$ cat src/rtl/prog_data_map.svh
// Offsets, widths, reset vectors and variant codes for the address map block.
// Assumes inclusion by bare name from the package and the design file.
`ifndef PROG_DATA_MAP_SVH
`define PROG_DATA_MAP_SVH

`define VARIANT_SMALL      2'h0
`define VARIANT_MID        2'h1
`define VARIANT_LARGE      2'h2
`define PC_WIDTH_SMALL     9
`define PC_WIDTH_LARGE     11
`define PC_MAX_WIDTH       11
`define INSTR_WIDTH        12
`define RESET_VEC_SMALL    11'h1FF
`define RESET_VEC_LARGE    11'h7FF
`define PC_ZERO            11'h000
`define PAGE_MASK_MID      2'h1
`define PAGE_MASK_LARGE    2'h3
`define SFR_COUNT_SMALL    5'h07
`define SFR_COUNT_MID      5'h08
`define SFR_COUNT_LARGE    5'h0A
`define GPR_COUNT_SMALL    5'h19
`define GPR_UNBANKED_MID   5'h08
`define GPR_UNBANKED_LARGE 5'h06
`define GPR_BANKED_MID     8'h40
`define GPR_BANKED_LARGE   8'h80
`define FILE_ADDR_WIDTH    5
`define BANK_BITS_MID      3'h3
`define BANK_BITS_LARGE    3'h7
`define BANK_SHARED_LIMIT  5'h10
`define INDIRECT_ADDR      5'h00
`define DATA_ADDR_WIDTH    8
`define QUARTER_DIV_LAST   2'h3
`define OSC_MODE_RC        2'h3

`endif

$ cat src/rtl/prog_data_pkg.sv
// Types shared by the address map block.
// Assumes the constants header sits next to it.
package prog_data_pkg;
	`include "prog_data_map.svh"

	typedef enum logic [2:0] {
		ST_RESET  = 3'h1,
		ST_RUN    = 3'h2,
		ST_BRANCH = 3'h4
	} seq_state_t;

	typedef struct packed {
		logic        is_branch;
		logic [10:0] target;
		logic [7:0]  direct_addr;
	} fetch_ctl_t;

	typedef struct packed {
		seq_state_t  state;
		logic [10:0] pc;
		logic [1:0]  quarter_cnt;
		logic        quarter_clk;
		logic        fetch_valid;
		logic [10:0] fetch_addr;
		logic [7:0]  data_addr;
		logic        data_banked;
	} core_state_t;
endpackage

$ cat src/rtl/prog_data_map_top.sv
// Program counter, reset vector, paging, data banking and clock-out divider.
// Assumes the instruction word and decode hints come from the fetch path each cycle.
`timescale 1ns/1ns
`include "prog_data_map.svh"

// Notes on behaviour
// - Small variant: 9-bit counter over 512 twelve-bit words.
// - Larger variants: 11-bit counter over 2K twelve-bit words.
// - Fetches past implemented memory wrap into it.
// - Reset starts at last word, 1FFh or 7FFh.
// - No-op at reset vector rolls counter over to 000h.
// - Larger variants page program memory with one or two status bits.
// - Register files over 32 entries bank through the file select pointer.
// - Small variant: 7 special, 25 general registers, unbanked.
// - Mid variant: 8 special, 8 shared, 64 banked general registers.
// - Large variant: 10 special, 6 shared, 128 banked general registers.
// - Register file reached directly or through the file select pointer.
// - RC mode drives clock-out at a quarter of the oscillator rate.
// - Fetch sequencer held in reset while master reset input is low; data map and clock-out keep running.
// - One cycle per instruction, branches take two.
// - Each instruction is one 12-bit word at one location.
module prog_data_map_top
	import prog_data_pkg::*;
(
	input  wire logic                     clk_sys,
	input  wire logic                     rst_n,
	input  wire logic                     master_reset_in_n,
	input  wire logic [1:0]               variant,
	input  wire logic [1:0]               osc_mode,
	input  wire logic [`INSTR_WIDTH-1:0]  instr_word,
	input  wire fetch_ctl_t               fetch_ctl,
	input  wire logic [1:0]               status_page,
	input  wire logic [7:0]               file_select_pointer,
	output logic [10:0]                   fetch_addr,
	output logic                          fetch_valid,
	output logic [7:0]                    data_addr,
	output logic                          data_banked,
	output logic                          quarter_clock_out
);

	// ----------------------------------------
	// Variant decoding
	// ----------------------------------------
	function automatic logic [10:0] pc_mask(input logic [1:0] v);
		pc_mask = (v == `VARIANT_SMALL) ? `RESET_VEC_SMALL : `RESET_VEC_LARGE;
	endfunction

	function automatic logic [10:0] reset_vec(input logic [1:0] v);
		reset_vec = (v == `VARIANT_SMALL) ? `RESET_VEC_SMALL : `RESET_VEC_LARGE;
	endfunction

	function automatic logic [1:0] page_mask(input logic [1:0] v);
		case (v)
			`VARIANT_MID:   page_mask = `PAGE_MASK_MID;
			`VARIANT_LARGE: page_mask = `PAGE_MASK_LARGE;
			default:        page_mask = 2'h0;
		endcase
	endfunction

	// Banked data address: low nibble in a shared window stays shared, otherwise
	// pointer bits 7:5 choose the bank, only 6:5 on the mid variant; small variant ignores them.
	function automatic logic [7:0] map_data(input logic [1:0] v, input logic [7:0] a);
		logic [2:0] bank;
		bank = 3'h0;
		case (v)
			`VARIANT_MID:   bank = a[7:5] & `BANK_BITS_MID;
			`VARIANT_LARGE: bank = a[7:5] & `BANK_BITS_LARGE;
			default:        bank = 3'h0;
		endcase
		if (a[4:0] < `BANK_SHARED_LIMIT)
			map_data = {3'h0, a[4:0]};
		else
			map_data = {bank, a[4:0]};
	endfunction

	// ----------------------------------------
	// Next state
	// ----------------------------------------
	core_state_t s_reg;
	core_state_t s_next;
	logic        run_ok;
	logic [7:0]  raw_addr;

	assign run_ok = master_reset_in_n;

	always_comb begin
		s_next = s_reg;
		// Indirect slot selects the pointer; a direct operand keeps the pointer's bank
		// bits, so both access kinds reach the same bank of the banked window
		raw_addr = (fetch_ctl.direct_addr[4:0] == `INDIRECT_ADDR) ?
			file_select_pointer : {file_select_pointer[7:5], fetch_ctl.direct_addr[4:0]};
		s_next.data_addr   = map_data(variant, raw_addr);
		s_next.data_banked = (s_next.data_addr[7:5] != 3'h0);
		if (osc_mode == `OSC_MODE_RC) begin
			s_next.quarter_cnt = s_reg.quarter_cnt + 2'h1;
			if (s_reg.quarter_cnt[0])
				s_next.quarter_clk = ~s_reg.quarter_clk;
		end else begin
			s_next.quarter_cnt = 2'h0;
			s_next.quarter_clk = 1'b0;
		end
		if (!run_ok) begin
			s_next.state       = ST_RESET;
			s_next.pc          = reset_vec(variant);
			s_next.fetch_valid = 1'b0;
			s_next.fetch_addr  = reset_vec(variant);
		end else begin
			case (s_reg.state)
				ST_RESET: begin
					s_next.state       = ST_RUN;
					// Trim the counter too, so a small part really sits at its own top word
					s_next.pc          = s_reg.pc & pc_mask(variant);
					s_next.fetch_addr  = s_reg.pc & pc_mask(variant);
					s_next.fetch_valid = 1'b1;
				end
				ST_RUN: begin
					if (fetch_ctl.is_branch) begin
						// Branch spends a second cycle flushing the prefetched word
						s_next.state       = ST_BRANCH;
						s_next.pc          = ({page_mask(variant), 9'h000} & {status_page, 9'h000}) |
							({2'h0, fetch_ctl.target[8:0]});
						s_next.fetch_valid = 1'b0;
					end else begin
						// Counter rolls over at the top, so a no-op at the vector lands on 000h
						s_next.pc          = (s_reg.pc + 11'h001) & pc_mask(variant);
						s_next.fetch_addr  = (s_reg.pc + 11'h001) & pc_mask(variant);
						s_next.fetch_valid = 1'b1;
					end
				end
				ST_BRANCH: begin
					s_next.state       = ST_RUN;
					s_next.pc          = s_reg.pc & pc_mask(variant);
					s_next.fetch_addr  = s_reg.pc & pc_mask(variant);
					s_next.fetch_valid = 1'b1;
				end
				default: begin
					s_next.state = ST_RESET;
				end
			endcase
		end
	end

	always_ff @(posedge clk_sys or negedge rst_n) begin
		if (!rst_n) begin
			s_reg.state       <= ST_RESET;
			s_reg.pc          <= `RESET_VEC_LARGE;
			s_reg.quarter_cnt <= 2'h0;
			s_reg.quarter_clk <= 1'b0;
			s_reg.fetch_valid <= 1'b0;
			s_reg.fetch_addr  <= `RESET_VEC_LARGE;
			s_reg.data_addr   <= 8'h00;
			s_reg.data_banked <= 1'b0;
		end else begin
			s_reg <= s_next;
		end
	end

	assign fetch_addr        = s_reg.fetch_addr;
	assign fetch_valid       = s_reg.fetch_valid;
	assign data_addr         = s_reg.data_addr;
	assign data_banked       = s_reg.data_banked;
	assign quarter_clock_out = s_reg.quarter_clk;

	// ----------------------------------------
	// Checks
	// ----------------------------------------
	logic unused_instr;
	assign unused_instr = ^instr_word;

	chk_small_width: assert property (@(posedge clk_sys) disable iff (!rst_n)
		(variant == `VARIANT_SMALL) |-> fetch_addr[10:9] == 2'h0 || !fetch_valid)
		else $error("small variant fetch above 9 bits");
	chk_reset_vector: assert property (@(posedge clk_sys) disable iff (!rst_n)
		(!master_reset_in_n ##1 master_reset_in_n) |=> fetch_addr == reset_vec($past(variant)))
		else $error("first fetch not at reset vector");
	chk_hold_reset: assert property (@(posedge clk_sys) disable iff (!rst_n)
		!master_reset_in_n |=> !fetch_valid)
		else $error("fetch while held in reset");
	chk_wrap_zero: assert property (@(posedge clk_sys) disable iff (!rst_n)
		(master_reset_in_n && s_reg.state == ST_RUN && !fetch_ctl.is_branch &&
		s_reg.pc == pc_mask(variant)) |=> fetch_addr == `PC_ZERO)
		else $error("no rollover to zero");
	chk_branch_two: assert property (@(posedge clk_sys) disable iff (!rst_n)
		(master_reset_in_n && s_reg.state == ST_RUN && fetch_ctl.is_branch) |=> !fetch_valid)
		else $error("branch not two cycles");
	chk_step_one: assert property (@(posedge clk_sys) disable iff (!rst_n)
		(master_reset_in_n && s_reg.state == ST_RUN && !fetch_ctl.is_branch) |=> fetch_valid)
		else $error("plain instruction stalled");
	chk_quarter_clk: assert property (@(posedge clk_sys) disable iff (!rst_n)
		(osc_mode == `OSC_MODE_RC && $rose(quarter_clock_out)) ##1 (osc_mode == `OSC_MODE_RC) [*3]
		|=> $rose(quarter_clock_out) && !$past(quarter_clock_out, 2) && $past(quarter_clock_out, 3))
		else $error("clock-out not a quarter rate");
	chk_small_unbanked: assert property (@(posedge clk_sys) disable iff (!rst_n)
		(variant == `VARIANT_SMALL) |=> !data_banked || $past(variant) != `VARIANT_SMALL)
		else $error("small variant banked");
	chk_branch_page: assert property (@(posedge clk_sys) disable iff (!rst_n)
		(master_reset_in_n && s_reg.state == ST_RUN && fetch_ctl.is_branch) ##1 master_reset_in_n
		|=> fetch_addr == {$past(status_page, 2) & page_mask($past(variant, 2)), $past(fetch_ctl.target[8:0], 2)})
		else $error("branch target page not applied");
	chk_shared_window: assert property (@(posedge clk_sys) disable iff (!rst_n)
		(data_addr[4:0] < `BANK_SHARED_LIMIT) |-> data_addr[7:5] == 3'h0)
		else $error("shared register banked");
	chk_mid_bank: assert property (@(posedge clk_sys) disable iff (!rst_n)
		(variant == `VARIANT_MID) |=> !data_addr[7])
		else $error("mid variant bank out of range");
	chk_large_bank: assert property (@(posedge clk_sys) disable iff (!rst_n)
		(variant == `VARIANT_LARGE && fetch_ctl.direct_addr[4:0] >= `BANK_SHARED_LIMIT)
		|=> data_addr[7:5] == $past(file_select_pointer[7:5]))
		else $error("bank not taken from pointer");
	chk_indirect_low: assert property (@(posedge clk_sys) disable iff (!rst_n)
		(fetch_ctl.direct_addr[4:0] == `INDIRECT_ADDR) |=> data_addr[4:0] == $past(file_select_pointer[4:0]))
		else $error("indirect address not from pointer");
	chk_direct_low: assert property (@(posedge clk_sys) disable iff (!rst_n)
		(fetch_ctl.direct_addr[4:0] != `INDIRECT_ADDR) |=> data_addr[4:0] == $past(fetch_ctl.direct_addr[4:0]))
		else $error("direct address not from instruction");
	chk_quarter_idle: assert property (@(posedge clk_sys) disable iff (!rst_n)
		(osc_mode != `OSC_MODE_RC) |=> !quarter_clock_out)
		else $error("clock-out running outside RC mode");

	// ----------------------------------------
	// Coverage
	// ----------------------------------------
	cov_branch: cover property (@(posedge clk_sys) disable iff (!rst_n) s_reg.state == ST_BRANCH);
	cov_wrap: cover property (@(posedge clk_sys) disable iff (!rst_n) fetch_valid && fetch_addr == `PC_ZERO);
	cov_banked: cover property (@(posedge clk_sys) disable iff (!rst_n) data_banked);
	cov_quarter: cover property (@(posedge clk_sys) disable iff (!rst_n) $rose(quarter_clock_out));
	cov_small_vector: cover property (@(posedge clk_sys) disable iff (!rst_n)
		fetch_valid && fetch_addr == `RESET_VEC_SMALL);
endmodule

$ cat config.mk
export PLATFORM = sky130hd
export DESIGN_NAME = prog_data_map_top
export DESIGN_NICKNAME = d
export VERILOG_FILES = /design/src/rtl/prog_data_pkg.sv /design/src/rtl/prog_data_map_top.sv
export VERILOG_INCLUDE_DIRS = /design/src /design/src/rtl
export SDC_FILE = /design/constraint.sdc
export NUM_CORES = 1
export LEC_CHECK = 0
export BUFFER_PORTS_ARGS = -buffer_cell sky130_fd_sc_hd__buf_2
export CAP_MARGIN = 20
export CORE_ASPECT_RATIO = 1.2
export CORE_UTILIZATION = 54
export DETAILED_ROUTE_END_ITERATION = 7
export PLACE_DENSITY = 0.84
export SETUP_SLACK_MARGIN = 0.15
export SYNTH_ARGS = -nofsm -noshare
export SYNTH_HDL_FRONTEND = slang
export SYNTH_SLANG_ARGS = --single-unit
$ cat constraint.sdc
create_clock -name clk_sys -period 3.05 [get_ports clk_sys]
set_input_delay 0.1525 -clock clk_sys [delete_from_list [all_inputs] [get_ports clk_sys]]
set_output_delay 0.1525 -clock clk_sys [all_outputs]
set_load 0.02 [all_outputs]
==> flow_summary_export.csv <==
group,metric,value,unit
yosys,ys_types,44,
critical_path,cp.buffers_inverters,0,
sta,setup_tns,0,ns
critical_path,endpoint_kind,"flip-flop",
sta,clock.fmax,485,MHz
finish,fillers,345,
finish,antenna_cells,0,
critical_path,critPathSlowestCell,"or3b_2",
placement,gp_congestion,0.839,
yosys,synthArstFlopShare,1.00,
clocking,cts_buffer_depth,2,
sta,drv_slew,0,
floorplanning,num_rows,24,
clocking,h-tree-depth,2,
floorplanning,dieArea,4270,µm²
clocking,post-cts-setup-buffers,0,
critical_path,arrival,2.28,ns
finish,nNetsFinal,308,
finish,utilization,0.644,
yosys,synth_top_flop_cell,"dfstp_2",
critical_path,critPathLaunchType,"flip-flop",
drt,wl_per_cell,14.0,µm
finish,largest_register_ffs,15,
critical_path,crit_fanout,20,
critical_path,cp_top_family,"compound AO/OA/AOI/OAI gates",
critical_path,worstPathRequired,3.27,ns
floorplanning,dieHeight,71.4,µm
drt,drc,0,
pwr,powerDensity,835,nW/µm²
drt,dr.pass1.iters,4,
floorplanning,pin_count,71,
yosys,ys_warn_count,0,
clocking,cts_buffers,5,
placement,io_buffer_count,53,
yosys,synth-edff-count,0,
sta,setup_viol_count_final,0,
yosys,yosysTopAreaCell,"dfstp_2",
global_routing,grt_first_pass_wirelength,7.24,mm
global_routing,grt_max_degree,38,
drt,vias,1670,
yosys,synth_top_area_share,0.279,
sta,hold_viol_final,0,
global_routing,grt_usage,0.226,
pwr,power.total,2.00,mW
placement,hpwl,3.04,mm
yosys,synth_area_leaders,"dfstp_2 28%, dfrtp_1 16%, buf_4 6.6%, mux2i_1 3.7%, nand2_1 3.5%",
outcome,status,"finished clean",
drt,totalWireLength,4.32,mm
global_routing,grt_overflow,0,
sta,slew_headroom,0.475,
floorplanning,fp.dieW,59.8,µm
clocking,clk_latency,0.29,ns
clocking,clock-root-buffer,"clkbuf_8",
yosys,syn-instance-count,226,
critical_path,path_cells,"or3b_2 > a31oi_1 > o221ai_1 > o22a_1 > o22a_1",
global_routing,grt_pass1_vias,1665,
clocking,clk_pin_slew,0.07,ns
sta,tightestPinTransition,0.788,ns
critical_path,cpMostUsedCell,"o22a_1",
yosys,syn_avg_cell_area,9.59,µm²
flow_run,max-cap-violations,0,
critical_path,cp_slowest_stage_delay,0.69,ns
global_routing,antenna_found_initial,0,
clocking,cts_tree,"built",
drt,post_drt_via_cell_ratio,5.42,
sta,rsz0062_at_grt,"no",
yosys,seq_area_frac_synth,0.441,
sta,period_needed,2.06,ns
min_path,hp-class,"in -> reg",
drt,postRouteAntennaNets,0,
sta,hold_slack,0.0514,ns
placement,pre_cts_ws,1.03,ns
yosys,synth.cell_area,2170,µm²
sta,period_share,0.675,
yosys,synth-seq-cells,37,
pwr,ir_worst_vdd,390,µV
floorplanning,initial_core_util,0.582,
floorplanning,coreArea,3720,µm²
yosys,synthesis.nets,279,
sta,fin_skew,0.00745,ns
clocking,numClockSinks,37,
sta,worst_slack,0.990,ns
pwr,p_leak,1.12,nW
finish,drive_gt1_frac,0.344,
drt,drt-initial-drc-count,99,
finish,area_growth,10.7,%
critical_path,crit_type,"reg -> reg",
==> Yosys cell counts (all sizes together) (6+ instances only) <==
cell type   n
xnor2       7
a21o        7
clkbuf      7
a31oi       7
mux2i       8
nor2       15
o22ai       7
xor2        6
buf        27
dfstp      23
o21ai      10
dfrtp      14
nand2      20
a21oi       7
==> worst paths after layout <==
check                                     to  slack (ns)  depth (start not counted)          from
worst max-delay path               s_reg[34]        0.99                          5     s_reg[36]
worst min-delay path            data_addr[0]        0.05                          2  fetch_ctl[0]
worst max register to register     s_reg[34]        0.99                          5     s_reg[36]
worst min register to register     s_reg[22]        0.45                          1     s_reg[22]
max in group asynchronous          s_reg[36]        2.07                          2         rst_n
min in group asynchronous       data_addr[7]        0.48                          2         rst_n
==> per-layer routing <==
metal	part of all wire	GRT usage	up-vias
met5	0	0	-
met1	0.42	0.267	779
met3	0.057	0.0542	6
met4	0.015	0.0904	0
met2	0.50	0.389	46
li1	-	-	839
==> area by class of cell <==
cell class | count | area (µm²) | share of cell area
Timing Repair Buffer | 56 | 290 | 0.121
Sequential cell | 37 | 955 | 0.398
Clock buffer | 8 | 90.1 | 0.0376
Tap cell | 52 | 65.1 | 0.0271
Multi-Input combinational cell | 150 | 980 | 0.408
Inverter | 5 | 18.8 | 0.00782
==> worst reg2reg max path, stage by stage, from the launching register on <==
cell and delay, ns:
dfrtp_1 0.52, or3b_2 0.69, a31oi_1 0.23, o221ai_1 0.16, o22a_1 0.21, o22a_1 0.18
==> cell usage in the layout (no fill, tap or decap), drive strengths merged, types with 5 or more instances in the layout <==
cell type  instances
a21oi              7
and3               5
a31oi              7
xnor2              7
nor2              15
inv                5
clkbuf             8
nand2b             5
buf               55
a21o               7
o22ai              7
dfstp             23
o21ai             10
mux2i              8
xor2               6
nand2             20
dfrtp             14
==> metrics by stage <==
| stage | instances | instance area [µm²] |
|---|---|---|
| 6_report | 308 | 2400 |
| 5_1_grt | 308 | 2400 |
| 4_1_cts | 308 | 2400 |
| 3_5_place_dp | 299 | 2300 |
| 3_3_place_gp | 299 | 2300 |
| 2_1_floorplan | 226 | 2170 |
==> repair_timing <==
item	CTS	global route
endpoints found under the hold margin	14	0
hold buffers	1	0
gates resized for setup	0	0
==> power breakdown <==
part           internal (mW)  switching (mW)
Combinational          0.382           0.508
Clock                  0.184           0.169
Sequential             0.666          0.0942
==> cells by family (layout without fill, tap and decap cells) <==
logic type | after synthesis | after routing | share of synthesized area
XOR/XNOR | 13 | 13 | 0.0560
AND/OR/NAND/NOR | 72 | 72 | 0.169
AO/OA/AOI/OAI | 52 | 52 | 0.161
buffers and inverters | 39 | 69 | 0.107
multiplexers | 9 | 9 | 0.0439
adder cells (fa/ha/maj) | 4 | 4 | 0.0231
flip-flops | 37 | 37 | 0.441
No activity file was read; power rests on OpenSTA's default activity.
